`src/hdl/sram_host_pkg.sv`:
```
// shared constants and carrier types for the static memory host controller
package sram_host_pkg;
   localparam int ADDR_W = 21;
   localparam int DATA_W = 8;
   localparam int CLOCK_MHZ = 50;
   localparam int CLOCK_PERIOD_NS = 20;
   // timing figures in their own units
   localparam int FIRST_ACCESS_WAIT_US = 100;
   localparam int READ_CYCLE_MIN_NS = 10;
   localparam int ADDRESS_ACCESS_DELAY_NS = 10;
   localparam int WRITE_CYCLE_MIN_NS = 10;
   localparam int WRITE_PULSE_MIN_NS = 7;
   localparam int WRITE_TURNOFF_DELAY_NS = 5;
   localparam int STANDBY_ENTRY_DELAY_NS = 10;
   // write data setup is 5.5 ns, kept in tenths of a nanosecond
   localparam int WRITE_DATA_SETUP_PS100 = 55;
   // derived cycle counts, least times rounded up, never below one
   function automatic int ceil_cycles(input int ns_x10);
      int c;
      c = (ns_x10 + CLOCK_PERIOD_NS * 10 - 1) / (CLOCK_PERIOD_NS * 10);
      return (c < 1) ? 1 : c;
   endfunction
   localparam int FIRST_ACCESS_WAIT_CYCLES = FIRST_ACCESS_WAIT_US * CLOCK_MHZ;
   localparam int READ_CYCLES = ceil_cycles(ADDRESS_ACCESS_DELAY_NS * 10);
   localparam int WRITE_PULSE_CYCLES = ceil_cycles(WRITE_PULSE_MIN_NS * 10);
   localparam int TURNAROUND_CYCLES =
      ceil_cycles(WRITE_TURNOFF_DELAY_NS * 10 + WRITE_DATA_SETUP_PS100);
   localparam int CYCLE_MIN_CYCLES = ceil_cycles(WRITE_CYCLE_MIN_NS * 10);
   localparam int CNT_W = 16;
   localparam logic [CNT_W-1:0] CNT_ONE = 16'h0001;
   localparam logic [CNT_W-1:0] CNT_ZERO = 16'h0000;

   // a request from the user side
   typedef struct packed {
      logic              write;
      logic [ADDR_W-1:0] address;
      logic [DATA_W-1:0] data;
   } request_t;

   // the memory control pins
   typedef struct packed {
      logic select_active_low;
      logic select_active_high;
      logic output_enable_n;
      logic write_enable_n;
   } pins_t;

   localparam pins_t PINS_IDLE = 4'b1011;
endpackage

```
`src/hdl/cycle_timer.sv`:
```
// loadable down counter that flags when a wait has elapsed
`timescale 1ns/10ps
module cycle_timer
   import sram_host_pkg::*;
#(
   parameter int WIDTH = CNT_W
)
(
   // clock and reset
   input  wire logic             clock,
   input  wire logic             reset,
   // load and status
   input  wire logic             load,
   input  wire logic [WIDTH-1:0] count,
   output logic                  done
);
   logic [WIDTH-1:0] remaining;
   wire  [WIDTH-1:0] next_remaining = load ? count :
                                      (remaining != '0) ? remaining - 1'b1 : remaining;

   // done is registered so the pin sequence reacts one edge after expiry
   always_ff @(posedge clock)
   begin
      if (reset)
      begin
         remaining <= '0;
         done      <= 1'b0;
      end
      else
      begin
         remaining <= next_remaining;
         done      <= !load && (next_remaining == '0);
      end
   end
endmodule

```
`src/hdl/sram_host.sv`:
```
// host controller sequencing the pins of a 2M x 8 asynchronous static memory
// Functional notes
// - write: selects on, write enable low
// - read: selects on, output enable low
// - data stable 5.5 ns before write end
// - wait 100 us before first access
// - read cycle at least 10 ns
// - write pulse 7 ns, cycle 10 ns
// - address valid by write start, held
// - write cycle covers turnoff plus setup
`timescale 1ns/10ps
module sram_host
   import sram_host_pkg::*;
#(
   parameter int FIRST_WAIT = FIRST_ACCESS_WAIT_CYCLES
)
(
   // clock and reset
   input  wire logic              clock,
   input  wire logic              reset,
   // user request side
   input  wire logic              req_valid,
   input  wire request_t          req,
   output logic                   req_ready,
   output logic                   rsp_valid,
   output logic [DATA_W-1:0]      rsp_data,
   output logic                   init_done,
   // memory pins
   output logic [ADDR_W-1:0]      location_lines,
   output pins_t                  pins,
   output logic [DATA_W-1:0]      byte_lines_out,
   output logic                   byte_lines_oe_n,
   input  wire logic [DATA_W-1:0] byte_lines_in
);
   // the shared timer cannot hold a longer power-up wait
   if (FIRST_WAIT < 1 || FIRST_WAIT >= (1 << CNT_W))
   begin
      $error("FIRST_WAIT out of range");
   end

   typedef enum logic [6:0] {
      S_POWER   = 7'b000_0001,
      S_IDLE    = 7'b000_0010,
      S_RD_SET  = 7'b000_0100,
      S_RD_WAIT = 7'b000_1000,
      S_WR_SET  = 7'b001_0000,
      S_WR_PULS = 7'b010_0000,
      S_WR_END  = 7'b100_0000
   } state_t;

   state_t           state;
   state_t           next_state;
   logic             timer_load;
   logic [CNT_W-1:0] timer_count;
   logic             timer_done;
   logic [DATA_W-1:0] sync_a;
   logic [DATA_W-1:0] sync_b;
   logic             power_arm;

   // every wait in the sequence shares one timer, loaded on state entry
   cycle_timer #(.WIDTH(CNT_W)) u_timer
   (
      .clock (clock),
      .reset (reset),
      .load  (timer_load),
      .count (timer_count),
      .done  (timer_done)
   );

   wire take     = (state == S_IDLE) && req_valid;
   wire wait_end = timer_done && !timer_load;
   wire [CNT_W-1:0] wr_total = CNT_W'(TURNAROUND_CYCLES > CYCLE_MIN_CYCLES ?
                                       TURNAROUND_CYCLES : CYCLE_MIN_CYCLES);

   // next state and timer loading; a load masks the stale done of the last wait
   always_comb
   begin
      next_state  = state;
      timer_load  = 1'b0;
      timer_count = CNT_ONE;
      unique case (state)
         S_POWER:
         begin
            // full wait loaded on the first edge out of reset, else it ends at once
            timer_load  = power_arm;
            timer_count = CNT_W'(FIRST_WAIT);
            if (wait_end)
               next_state = S_IDLE;
         end
         S_IDLE:
            if (take)
            begin
               next_state = req.write ? S_WR_SET : S_RD_SET;
               timer_load = 1'b1;
            end
         S_RD_SET:
         begin
            // bus already released one cycle before output enable
            next_state  = S_RD_WAIT;
            timer_load  = 1'b1;
            timer_count = CNT_W'(READ_CYCLES + 1);
         end
         S_RD_WAIT:
            if (wait_end)
               next_state = S_IDLE;
         S_WR_SET:
         begin
            next_state  = S_WR_PULS;
            timer_load  = 1'b1;
            timer_count = (CNT_W'(WRITE_PULSE_CYCLES) > wr_total) ?
                          CNT_W'(WRITE_PULSE_CYCLES) : wr_total;
         end
         S_WR_PULS:
            if (wait_end)
               next_state = S_WR_END;
         S_WR_END:
            next_state = S_IDLE;
         default:
            next_state = S_IDLE;
      endcase
   end

   // input synchroniser for the returned byte; the wire is asynchronous
   // to clock, so only the second stage feeds the response register
   always_ff @(posedge clock)
   begin
      sync_a <= byte_lines_in;
      sync_b <= sync_a;
   end

   // marks the first edge after reset, where the power-up wait is loaded
   always_ff @(posedge clock)
   begin
      if (reset)
         power_arm <= 1'b1;
      else
         power_arm <= 1'b0;
   end

   // named sequence points, one per pin or user flag change
   wire power_exit = (state == S_POWER) && wait_end;
   wire rd_launch  = (state == S_RD_SET);
   wire rd_finish  = (state == S_RD_WAIT) && wait_end;
   wire wr_launch  = (state == S_WR_SET);
   wire wr_finish  = (state == S_WR_PULS) && wait_end;
   wire wr_release = (state == S_WR_END);
   wire next_ready = (next_state == S_IDLE) && !take;

   // state register
   always_ff @(posedge clock)
   begin
      if (reset)
         state <= S_POWER;
      else
         state <= next_state;
   end

   // user side flags; ready drops on the take edge so no second request slips in
   always_ff @(posedge clock)
   begin
      if (reset)
      begin
         req_ready <= 1'b0;
         rsp_valid <= 1'b0;
         rsp_data  <= '0;
         init_done <= 1'b0;
      end
      else
      begin
         req_ready <= next_ready;
         rsp_valid <= rd_finish;
         if (rd_finish)
            rsp_data <= sync_b;
         if (power_exit)
            init_done <= 1'b1;
      end
   end

   // memory pins, all registered so no decode glitch reaches the wire
   always_ff @(posedge clock)
   begin
      if (reset)
      begin
         pins            <= PINS_IDLE;
         location_lines  <= '0;
         byte_lines_out  <= '0;
         byte_lines_oe_n <= 1'b1;
      end
      else
      begin
         if (take)
         begin
            location_lines <= req.address;
            byte_lines_out <= req.data;
            pins.select_active_low  <= 1'b0;
            pins.select_active_high <= 1'b1;
            // write: drive data now so setup precedes the write end
            byte_lines_oe_n <= !req.write;
         end
         if (rd_launch)
            pins.output_enable_n <= 1'b0;
         if (wr_launch)
            pins.write_enable_n <= 1'b0;
         // deselect on completion lets the device drop to standby
         if (rd_finish)
            pins <= PINS_IDLE;
         if (wr_finish)
            pins.write_enable_n <= 1'b1;
         if (wr_release)
         begin
            // data held one edge past write end, zero hold is enough
            byte_lines_oe_n <= 1'b1;
            pins            <= PINS_IDLE;
         end
      end
   end
endmodule

```
`config.mk`:
```
export PLATFORM = sky130hd
export DESIGN_NAME = sram_host
export DESIGN_NICKNAME = d
export VERILOG_FILES = /design/src/hdl/sram_host_pkg.sv /design/src/hdl/cycle_timer.sv /design/src/hdl/sram_host.sv
export SDC_FILE = /design/constraint.sdc
export NUM_CORES = 1
export LEC_CHECK = 0
export BUFFER_PORTS_ARGS = -buffer_cell sky130_fd_sc_hd__buf_2
export CORE_MARGIN = 2
export CORE_UTILIZATION = 48
export CTS_BUF_LIST = sky130_fd_sc_hd__clkbuf_8 sky130_fd_sc_hd__clkbuf_16
export DETAILED_ROUTE_END_ITERATION = 8
export GPL_ROUTABILITY_DRIVEN = 0
export GPL_TIMING_DRIVEN = 0
export PLACE_DENSITY_LB_ADDON = 0.08
export SLEW_MARGIN = 20
export SYNTH_ARGS = -nofsm -noshare
export SYNTH_HDL_FRONTEND = slang
export SYNTH_HIERARCHICAL = 1
export SYNTH_SLANG_ARGS = --single-unit
```
`constraint.sdc`:
```
create_clock -name clock -period 2.45 [get_ports clock]
set_input_delay 0 -clock clock [delete_from_list [all_inputs] [get_ports clock]]
set_output_delay 0 -clock clock [all_outputs]
set_load 0.02 [all_outputs]
```
==> Yosys cells after proc, flatten, opt, wreduce, memory -nomap -nowiden <==
Cells that the tools add are included.
{ "word_totals": {"reg_bits": 86, "in_bits": 41, "output_inout_bits": 45, "elab_cells": 54} }
{ "classes": {"n_addsub": 1, "n_eq_ne": 8, "mux": 11, "reduce_logical": 17} }
{ "ops": {"columns": ["operator", "n"], "rows": [
  ["7-bit case mux with 5 select lines", 1],
  ["16-bit two-way mux", 2],
  ["13-bit case mux with 2 select lines", 1],
  ["7-bit two-way mux", 3],
  ["16-bit logical NOT", 1],
  ["16-bit nonzero test", 1],
  ["16-bit by 1-bit subtractor with 16-bit output, second input constant", 1],
  ["7-bit by 2-bit equality test with 1-bit output, second input constant", 2],
  ["7-bit by 1-bit equality test with 1-bit output, second input constant", 1],
  ["7-bit by 3-bit equality test with 1-bit output, second input constant", 1],
  ["7-bit by 4-bit equality test with 1-bit output, second input constant", 1],
  ["7-bit by 5-bit equality test with 1-bit output, second input constant", 1],
  ["7-bit by 6-bit equality test with 1-bit output, second input constant", 1],
  ["7-bit equality test, second input constant", 1],
  ["1-bit logical AND", 7],
  ["2-bit OR reduction", 3],
  ["5-bit two-way mux", 1],
  ["4-bit OR reduction", 1],
  ["1-bit logical NOT", 3],
  ["1-bit case mux with 3 select lines", 1],
  ["3-bit OR reduction", 1],
  ["1-bit two-way mux", 2]
]} }

==> Depth between registers and ports, before layout <==
Gate-level depths: netlist of the first run.
{ "logic_depth": {"ltp_word": 10, "ltp_mapped": 12, "mapped_depth_nobuf": 9} }

==> Cells and area by module <==
Netlist of the first run, hierarchy kept.
{ "by_module_without_submodules": {"columns": ["module", "n_inst", "cells_per_inst", "area_each_um2", "seq_area_each_um2"], "rows": [
  ["sram_host", 1, 249, 2323.5, 1381.3],
  ["cycle_timer", 1, 150, 1166.1, 340.3]
]} }

==> Worst setup path before layout of the first run <==
Ideal clock, no wire load.
{ "synth_timing": {"kind": "register -> register", "from": "reg state[0]", "to": "reg u_timer.done", "setup_time_ns": 0.088, "arrival_time_ns": 2.326, "t_required_ns": 2.362, "path_slack_ns": 0.036, "path_stages_with_launch": 12, "n_path_buf": 2, "synth_period_minus_slack_ns": 2.414, "path_cell_list": "dfxtp_1 buf_6 or4_4 or3_1 nand2_1 buf_4 and3b_2 a311oi_1 o21ai_1 nor3_1 nand4_1 nor4_2"} }
{ "synth_via": {"elab_chain_cells": 7, "word_cells_on_any_way": 13, "cone_classes": "eq/ne: 4; mux: 4; reduce/logical: 5"} }
{ "synth_lines": {"columns": ["item", "line_no", "text"], "rows": [
  ["start: declaration", "sram_host.sv:51", "state_t state;"],
  ["start signal: assignment", "sram_host.sv:155", "state <= next_state;"],
  ["7-bit by 2-bit equality test with 1-bit output", "sram_host.sv:70, sram_host.sv:81", null],
  ["1-bit logical AND", "sram_host.sv:70", "wire take = (state == S_IDLE) && req_valid;"],
  ["1-bit two-way mux", "sram_host.sv:91", "if (take)"],
  ["1-bit case mux with 3 select lines (*)", "sram_host.sv:81", "unique case (state)"],
  ["net timer_load", "sram_host.sv:53", "logic timer_load;"],
  ["16-bit two-way mux", "cycle_timer.sv:18", "wire [WIDTH-1:0] next_remaining = load ? count :"],
  ["16-bit logical NOT", "cycle_timer.sv:32", "done <= !load && (next_remaining == '0);"],
  ["1-bit logical AND (*)", "cycle_timer.sv:32", null],
  ["end signal: assignment", "cycle_timer.sv:32", null],
  ["end: declaration", "cycle_timer.sv:15", "output logic done"]
]} }
The timed path passes the listed nets; every way through them passes the cells marked *.
A chain may end at the register's enable or synchronous reset.

==> Worst setup path in the final report of the first run <==
Ends and elaborated chain as after synthesis.

==> qor.yml, run 1 <==
root_buffer: "clkbuf_8"
track_usage_pct: 20.9
stdcell_count: 652
htreeDepth: 3
worstPathRequired_ns: 2.71
syn_area_per_cell_sq_um: 8.75
total_leakage_power_nw: 2.06
fin_nets: 591
clk_pin_slew_ns: 0.09
fin_area_sq_um: 4770
die_h_um: 89.3
path_depth: 11
critPathTopFamily: "simple AND/OR/NAND/NOR gates"
netlist_area_sq_um: 3490
grt_pass1_wl_um: 13000
drcViolationCount: 0
min_delay_path_depth: 2
finalSetupTns_ns: -0.252
cts_buffers: 9
placed_cells: 592
crit_slowest_cell: "or4_4"
drt_iter0_drc: 146
grt_max_degree: 17
failed_checks: "negative setup slack"
hold_class: "primary input to flip-flop"
design.core.area_sq_um: 7140
netlist_instances: 399
synthArstFlopShare_pct: 0
cp-start-kind: "flip-flop"
cp.buffers_inverters: 2
synth_cell_types: 61
final_common_cell: "buf_2"
finalHoldViolCount: 0
p_per_area_nw_per_um2: 753
synth_edf_count: 0
reg2reg_depth: 11
via_per_inst: 5.11
cts_tree: "yes"
period_needed_ns: 2.70
routed_wl_um: 8410
grt_antenna_before_repair: 0
synth-seq-cells: 86
hpwl_um: 5520
grt_overflow: 0
drtPass1Iterations: 4
cts_buffer_depth: 2
setup_ws_ns: -0.252
fin_crit_sh_pct: 110
crit_path_frequent_cell: "buf_6"
slew_headroom_pct: 49.8
status: "finished with violations"
place_area_sq_um: 4070
rsz0062_at_grt: "true"
antenna-diode-count: 0
layout_common_cells: "buf_2 (92), dfxtp_1 (85), nand2_1 (75), dlygate4sd3_1 (40), a21oi_1 (38)"
max_freq_mhz: 370
power.total_mw: 3.59
slowest_delay_ns: 0.52
cp.arrival_ns: 2.96
endpoint_kind: "flip-flop"
start_util_pct: 48.9
die_w_um: 89.3
ys_seq_area_share_pct: 49.3
num_rows: 31
syn2layout_area_growth_pct: 36.7
worstPathCellList: "buf_6, or4_4, or3_4, nand2_4, buf_6, and3b_2, a311oi_1, o21ai_1, nor3_1, nand4_1, nor4_2"
drive_gt1_share_pct: 24.6
ioPinCount: 86
final_antenna_net_count: 0
synth_warnings: 6
worst_pin_slew_ns: 0.746
crit_path_max_fanout: 10
drv_slew: 0
synth_ff_type: "dfxtp_1"
setup_viol: 1
vias: 3329
avgRoutedWirePerCell_um: 12.9
die_area_sq_um: 7970
max-vdd-ir-drop_v: 0.000445
clk_latency_ns: 0.35
cap_violations: 0
first_global_vias: 2952
port_buffers: 85
whs_ns: 0.284
skew_ns: 0.0126
crit_type: "flip-flop to flip-flop"
cts.sinks: 86
repair_timing:
item | in CTS | in global routing
buffers inserted | 0 | 4
gates resized for setup | 5 | 9
gates cloned | 0 | 0
hold buffers | 40 | 0
endpoints found under the hold margin | 43 | 0
endpoints found under the setup margin | 6 | 7
pin swaps | 2 | 3
cell families (layout without fill, tap and decap cells):
logic type      count (synthesis)  after routing  synth area share (%)
buf+inv                        32            177                  4.19
xor+xnor                        8              8                  2.01
fa+ha+maj                       2              2                 0.717
simple gates                  184            184                  27.2
mux                            10             10                  2.90
flops                          86             86                  49.3
other cells                     1             10                 0.107
compound gates                 76             76                  13.5
layer usage:
metal | wire, um | global-route usage [%]
met2 | 4210 | 35.4
met1 | 3750 | 26.0
met4 | 105 | 8.55
met3 | 348 | 4.25
met5 | 0 | 0
synth_stat cells (2+ instances only):
library cell	number	area, sq um
or4_1	2	15.0
xnor2_1	4	35.0
nand2b_1	4	25.0
a21oi_1	38	190
clkbuf_1	12	45.0
o2111ai_1	2	17.5
nor2_1	30	113
nor2b_1	3	18.8
o31a_1	3	26.3
nand3b_1	2	15.0
ha_1	2	25.0
o21ai_1	3	15.0
mux2i_1	9	90.1
buf_2	9	45.0
a31oi_1	4	25.0
and2_1	8	50.1
nand3_1	5	25.0
or3_1	8	50.1
or4_4	2	22.5
nand2_1	76	285
nor4_1	9	56.3
o21ai_0	7	35.0
buf_4	2	15.0
o211ai_1	2	15.0
nor3b_1	2	15.0
a211oi_1	2	15.0
a21o_1	2	15.0
nand4_1	3	18.8
and4b_1	2	20.0
and3_1	2	12.5
inv_1	8	30.0
dfxtp_1	86	1720
nor4_2	2	25.0
xor2_1	4	35.0
nor3_1	13	65.1
or4b_4	2	27.5
power breakdown:
part	switching (mW)	internal, mW
logic	0.540	0.439
registers	0.0791	1.49
clock network	0.525	0.516
worst paths after layout:
check / start / end / slack (ns)
setup / recovery: state[0] / u_timer/done / -0.25
hold / removal: byte_lines_in[5] / sync_a[5] / 0.28
setup reg to reg: state[0] / u_timer/done / -0.25
hold reg to reg: sync_a[3] / sync_b[3] / 0.34
registers in the layout, indices dropped and copies added, names as in the netlist:
| name | flops |
|---|---|
| byte_lines_oe_n | 1 |
| state | 7 |
| req_ready | 1 |
| rsp_data | 8 |
| sync_a | 8 |
| sync_b | 8 |
| byte_lines_out | 8 |
| pins | 4 |
| init_done | 1 |
| u_timer/done | 1 |
| power_arm | 1 |
| location_lines | 21 |
| rsp_valid | 1 |
| u_timer/remaining | 16 |
worst reg2reg max path: stages, from the launching register on:
cell and delay, ns:
dfxtp_1 0.32, buf_6 0.13, or4_4 0.52, or3_4 0.41
nand2_4 0.09, buf_6 0.13, and3b_2 0.20, a311oi_1 0.19
o21ai_1 0.12, nor3_1 0.17, nand4_1 0.18, nor4_2 0.17
metrics by stage:
stage | setup slack [ns] | utilization [%]
2_1_floorplan | 0.0361 | -
3_3_place_gp | -0.377 | 57.1
3_5_place_dp | -0.346 | 57.1
4_1_cts | -0.278 | 65.9
5_1_grt | -0.407 | 66.8
6_report | -0.252 | 66.8
final cells by class:
cell class                      count  area (sq um)
Fill cell                         632          2370
Sequential cell                    86          1720
Multi-Input combinational cell    290          1680
Timing Repair Buffer              129           868
Clock buffer                       10           138
Buffer                             24           133
Tap cell                           99           124
Clock inverter                      6          73.8
Inverter                            8          30.0
No activity file was read; power rests on OpenSTA's default activity.
==> run 2: changes to the inputs <==
- REMOVE_ABC_BUFFERS: default -> 1
==> qor.yml, run 2 (synthesis gave the netlist of run 1 again) <==
setup_viol: 1  # unchanged
num_rows: 31  # unchanged
period_needed_ns: 2.54  # -0.163 ns
grt_antenna_before_repair: 0  # unchanged
power.total_mw: 3.64  # +1.2%
routed_wl_um: 9400  # +12%
rrSetupSlack_ns: -0.09  # +0.16 ns
avgRoutedWirePerCell_um: 14.6  # +14%
crit_path_max_fanout: 7  # -3
htreeDepth: 3  # unchanged
min_delay_path_depth: 3  # +1
skew_ns: 0.00922  # -0.00340 ns
fin_area_sq_um: 4800  # +0.58%
slew_headroom_pct: 48.9  # -0.97 points
place_area_sq_um: 3960  # -2.7%
hold_class: "primary input to flip-flop"
max-vdd-ir-drop_v: 0.000435  # -2.2%
grt_pass1_wl_um: 14800  # +14%
total_leakage_power_nw: 2.05  # -0.18%
start_util_pct: 48.9  # unchanged
top_register: "location_lines"
clk_latency_ns: 0.35  # about the same
hpwl_um: 5220  # -5.4%
cts_buffers: 9  # unchanged
hp-start: "req_valid"
port_buffers: 85  # unchanged
fin_crit_sh_pct: 104  # -6.6 points
multi_input_area_sq_um: 1760  # +4.5%
largest_reg_flops: 21  # unchanged
cts_tree: "yes"
via_per_inst: 5.24  # +2.7%
track_usage_pct: 24.0  # +3.1 points
root_buffer: "clkbuf_8"
setup_ws_ns: -0.0890  # +0.163 ns
r2r-start: "u_timer/remaining[4]"
netSwitchingPower_mw: 1.26  # +11%
max_freq_mhz: 394  # +6.4%
cts_buffer_depth: 2  # unchanged
rsz0062_at_grt: "true"
final_antenna_net_count: 0  # unchanged
layout_common_cells: "buf_2 (84), dfxtp_1 (81), nand2_1 (75), a21oi_1 (38), dlygate4sd3_1 (38)"
fillCellCount: 622  # -1.6%
cts.sinks: 86  # unchanged
final_common_cell: "buf_2"
critPathLaunch: "u_timer/remaining[4]"
crit_type: "flip-flop to flip-flop"
drv_slew: 0  # unchanged
first_global_vias: 3210  # +8.7%
p_per_area_nw_per_um2: 758  # +0.67%
drive_gt1_share_pct: 28.0  # +3.4 points
fin_nets: 581  # -1.7%
cp-start-kind: "flip-flop"
cap_violations: 0  # unchanged
worst_pin_slew_ns: 0.761  # +0.0156 ns
ioPinCount: 86  # unchanged
design.core.area_sq_um: 7140  # unchanged
drcViolationCount: 0  # unchanged
antenna-diode-count: 0  # unchanged
clk_pin_slew_ns: 0.10  # about the same
reg_top3: "location_lines (21), u_timer/remaining (16)"
ff_latch_area_sq_um: 1740  # +0.73%
status: "finished with violations"
grt_max_degree: 63  # +46
comb_power_share_pct: 29.1  # +1.8 points
die_area_sq_um: 7970  # unchanged
worstPathRequired_ns: 2.72  # about the same
p_seq_share_pct: 43.8  # about the same
cp.arrival_ns: 2.81  # -0.15 ns
switching_share_pct: 34.8  # +2.9 points
p_int_mw: 2.37  # -3.1%
failed_checks: "negative setup slack"
grt_overflow: 0  # unchanged
vias: 3366  # +1.1%
finalHoldViolCount: 0  # unchanged
syn2layout_area_growth_pct: 37.5
die_h_um: 89.3  # unchanged
drtPass1Iterations: 5  # +1
reg2reg_depth: 6  # -5
drt_iter0_drc: 228  # +56%
clkPwrFrac_pct: 27.1  # -1.9 points
die_w_um: 89.3  # unchanged
endpoint_kind: "flip-flop"
-- run 2: cell types whose count changed in the layout (fill, tap and decap cells not counted), sizes merged --
cell | previous run | this run
inv | 12 | 11
buf | 101 | 103
clkbuf | 22 | 9
nand2 | 76 | 78
clkinvlp | 0 | 1
bufinv | 1 | 0
dlygate4sd3 | 40 | 38
clkinv | 1 | 3
-- run 2: metrics by stage --
step | hold slack (ns) | TNS, ns | setup slack, ns | utilization [%] | cells
floorplan | 0.0277 | -1.20 | -0.419 | - | 384
global placement | 0.103 | -13.96 | -1.09 | 55.4 | 568
detailed placement | 0.104 | -7.69 | -1.09 | 55.5 | 568
CTS | 0.00537 | -0.0955 | -0.0955 | 65.8 | 636
global route | 0.00835 | -3.29 | -0.193 | 67.2 | 642
finish | 0.0163 | -0.0890 | -0.0890 | 67.2 | 642
-- run 2: final cells by class --
class	instances	share of cell area, %
clock buffer	9	2.58
clock inverter	7	1.59
inverter	8	0.704
multi-input combinational	292	36.6
sequential	86	36.2
tap	99	2.58
timing repair buffer	141	19.7
-- run 2: critical path, cell delays in order, from the launching register on --
cell,delay [ns]
dfxtp_1,0.39
or4_4,0.61
or3_4,0.36
or3_1,0.37
a211oi_2,0.30
a32oi_1,0.17
nor4_2,0.25
-- run 2: path summary, 6_finish.rpt --
check,endpoint
worst max-delay path,u_timer/done
worst max register to register,u_timer/done
worst min register to register,sync_b[6]
worst min-delay path,state[1]
-- run 2: metal layers --
layer | wire (um) | track usage (%) | up-vias
met3 | 690 | 7.85 | 20
li1 | - | - | 1664
met1 | 4010 | 28.9 | 1567
met4 | 180 | 8.41 | 0
met5 | 0 | 0 | -
met2 | 4520 | 40.2 | 115
-- run 2: power groups by stage --
stage	clock, mW	sequential [mW]	combinational [mW]
2_1_floorplan	0	1.61	0.606
3_3_place_gp	0	1.62	0.794
3_5_place_dp	0	1.62	0.805
4_1_cts	1.01	1.58	0.929
5_1_grt	1.07	1.61	1.15
6_report	0.987	1.59	1.06
-- run 2: what timing repair did --
| item | 4_1_cts | 5_1_grt |
|---|---|---|
| setup buffers | 12 | 6 |
| endpoints found under the setup margin | 16 | 47 |
| resized for setup | 12 | 13 |
| endpoints found under the hold margin | 40 | 0 |
| gates cloned | 2 | 0 |
| hold buffers | 38 | 0 |
| pin swaps | 6 | 5 |
==> run 3: changes to the inputs <==
- CORE_UTILIZATION: 48 -> 47
- SYNTH_HIERARCHICAL: 1 -> default
==> qor.yml, run 3 <==
reg2reg_depth: 8  # +2
post-route-util_pct: 64.6  # -2.6 points
die_w_um: 87.2  # -2.3%
setup_viol: 0  # -1
stdcell_count: 569  # -11%
port_buffers: 85  # unchanged
r2r-start: "u_timer.remaining[0]"
finalHoldViolCount: 0  # unchanged
whs_ns: 0.198  # +0.181 ns
num_rows: 30  # -3.2%
synth_common_cells: "dfxtp_1 (86), nand2_1 (75), a21oi_1 (40)"
synth_edf_count: 0  # unchanged
cts_buffer_depth: 2  # unchanged
cts_buffers: 9  # unchanged
synth_cell_types: 51  # -16%
hpwl_um: 4780  # -8.5%
r2r-end: "u_timer.done"
synthArstFlopShare_pct: 0  # unchanged
drt_iter0_drc: 120  # -47%
clk_pin_slew_ns: 0.10  # about the same
fin_nets: 527  # -9.3%
final_common_cell: "dfxtp_1"
start_util_pct: 48.1  # -0.77 points
fin_crit_sh_pct: 94.3  # -9.3 points
avgRoutedWirePerCell_um: 13.4  # -8.2%
final_antenna_net_count: 0  # unchanged
antenna-diode-count: 0  # unchanged
cp-start-kind: "flip-flop"
p_per_area_nw_per_um2: 676  # -11%
synth-seq-cells: 86  # unchanged
synth_warnings: 0  # -6
cts_tree: "yes"
crit_type: "flip-flop to flip-flop"
layout_common_cells: "dfxtp_1 (86), buf_2 (85), nand2_1 (75), a21oi_1 (40), dlygate4sd3_1 (38)"
first_global_vias: 2796  # -13%
grt_antenna_before_repair: 0  # unchanged
skew_ns: 0.0159  # +0.00666 ns
via_per_inst: 5.19  # -0.95%
status: "complete, no violations"
min_delay_path_depth: 5  # +2
placed_cells: 513  # -9.7%
ioPinCount: 86  # unchanged
grt_max_degree: 54  # -14%
min_to: "location_lines[20]"
syn_area_per_cell_sq_um: 8.88  # +1.6%
htreeDepth: 3  # unchanged
worst_pin_slew_ns: 0.974  # +0.213 ns
power.total_mw: 2.95  # -19%
rrSetupSlack_ns: 0.14  # +0.23 ns
cap_violations: 0  # unchanged
hp-start: "req_valid"
max_freq_mhz: 433  # +9.9%
track_usage_pct: 21.4  # -2.6 points
netlist_area_sq_um: 3250  # -6.8%
crit_path_max_fanout: 6  # -1
synth.most_common_cell: "dfxtp_1"
vias: 2955  # -12%
wl_met1_um: 3460  # -14%
design.core.area_sq_um: 6760  # -5.3%
synth_top_area_share_pct: 52.9  # +3.6 points
worstPathRequired_ns: 2.75  # +0.03 ns
setup_ws_ns: 0.139  # +0.228 ns
top_register: "location_lines"
slew_headroom_pct: 35.0  # -14 points
place_ws_ns: -0.00872  # +1.08 ns
fillCellCount: 606  # -2.6%
grt_overflow: 0  # unchanged
yosys.area.top_type: "dfxtp_1"
largest_reg_flops: 21  # unchanged
routed_wl_um: 7650  # -19%
synth_area_leaders: "dfxtp_1 (53%), nand2_1 (8.7%), a21oi_1 (6.2%)"
syn2layout_area_growth_pct: 34.3
die_area_sq_um: 7600  # -4.6%
top_layer: "met4"
ys_seq_area_share_pct: 52.9  # +3.6 points
endpoint_kind: "flip-flop"
wl_met2_um: 3790  # -16%
die_h_um: 87.2  # -2.3%
cp.arrival_ns: 2.61  # -0.20 ns
max-vdd-ir-drop_v: 0.000444  # +2.0%
grt_pass1_wl_um: 12800  # -14%
synth_ff_type: "dfxtp_1"
drcViolationCount: 0  # unchanged
period_needed_ns: 2.31  # -0.228 ns
clk_latency_ns: 0.36  # about the same
drv_slew: 0  # unchanged
total_leakage_power_nw: 1.92  # -6.4%
root_buffer: "clkbuf_8"
wl_met3_um: 303  # -56%
hold_class: "primary input to flip-flop"
reg_top3: "location_lines (21), u_timer.remaining (16)"
drive_gt1_share_pct: 23.7  # -4.3 points
drtPass1Iterations: 4  # -1
netlist_instances: 366  # -8.3%
cts.sinks: 86  # unchanged
-- run 3: final cells by class --
type	instances	area [sq um]	area share [%]
inverters	6	22.5	0.516
clock buffers	10	138	3.15
repair buffers	127	843	19.3
clock inverters	6	93.8	2.15
multi-input cells	254	1450	33.2
well taps	80	100	2.29
flip-flops and latches	86	1720	39.4
-- run 3: power breakdown --
part	leakage, nW	switching [mW]	internal [mW]
logic	1.11	0.175	0.178
clock network	0.113	0.520	0.609
registers	0.702	0.0365	1.43
total	1.92	0.731	2.22
-- run 3: kinds of logic after synthesis --
kind of cell | share of synthesized area (%)
compound gates | 12.2
xor+xnor | 2.42
fa+ha+maj | 0.769
buf+inv | 3.54
flops | 52.9
mux | 2.77
simple gates | 25.4
-- run 3: how the worst max path moves through the flow --
stage,slack [ns],depth (start not counted),startpoint,end
after floorplan,-0.61,5,state[5],req_ready
after global placement,-1.91,5,state[5],req_ready
after detailed placement,-0.009,6,state[5],u_timer.done
after CTS,0.009,6,u_timer.remaining[0],u_timer.done
after global routing,-0.002,8,u_timer.remaining[0],u_timer.done
final,0.14,8,u_timer.remaining[0],u_timer.done
-- run 3: routing by layer --
metal	GRT usage, %	vias up
met2	36.6	62
li1	-	1504
met5	0	-
met3	4.27	8
met4	7.97	0
met1	26.7	1381
-- run 3: through the flow --
stage	instance area, sq um	setup TNS [ns]
after detailed placement	3710	-0.00872
after global routing	4370	-0.00234
final	4370	0
after CTS	4330	0
after floorplan	3160	-12.34
after global placement	3680	-53.37
-- run 3: critical path, cell delays in order (launching register included) --
cell	delay, ns
dfxtp_1	0.37
inv_1	0.10
ha_1	0.16
nor4b_4	0.31
nand4_1	0.32
and3_1	0.29
nor4_1	0.25
a41oi_1	0.16
and4bb_1	0.27
-- run 3: timing repair --
action | in CTS | in global routing
resized for setup | 1 | 3
hold buffers | 38 | 0
buffers inserted | 0 | 2
hold endpoints to repair | 40 | 0
endpoints found under the setup margin | 1 | 2
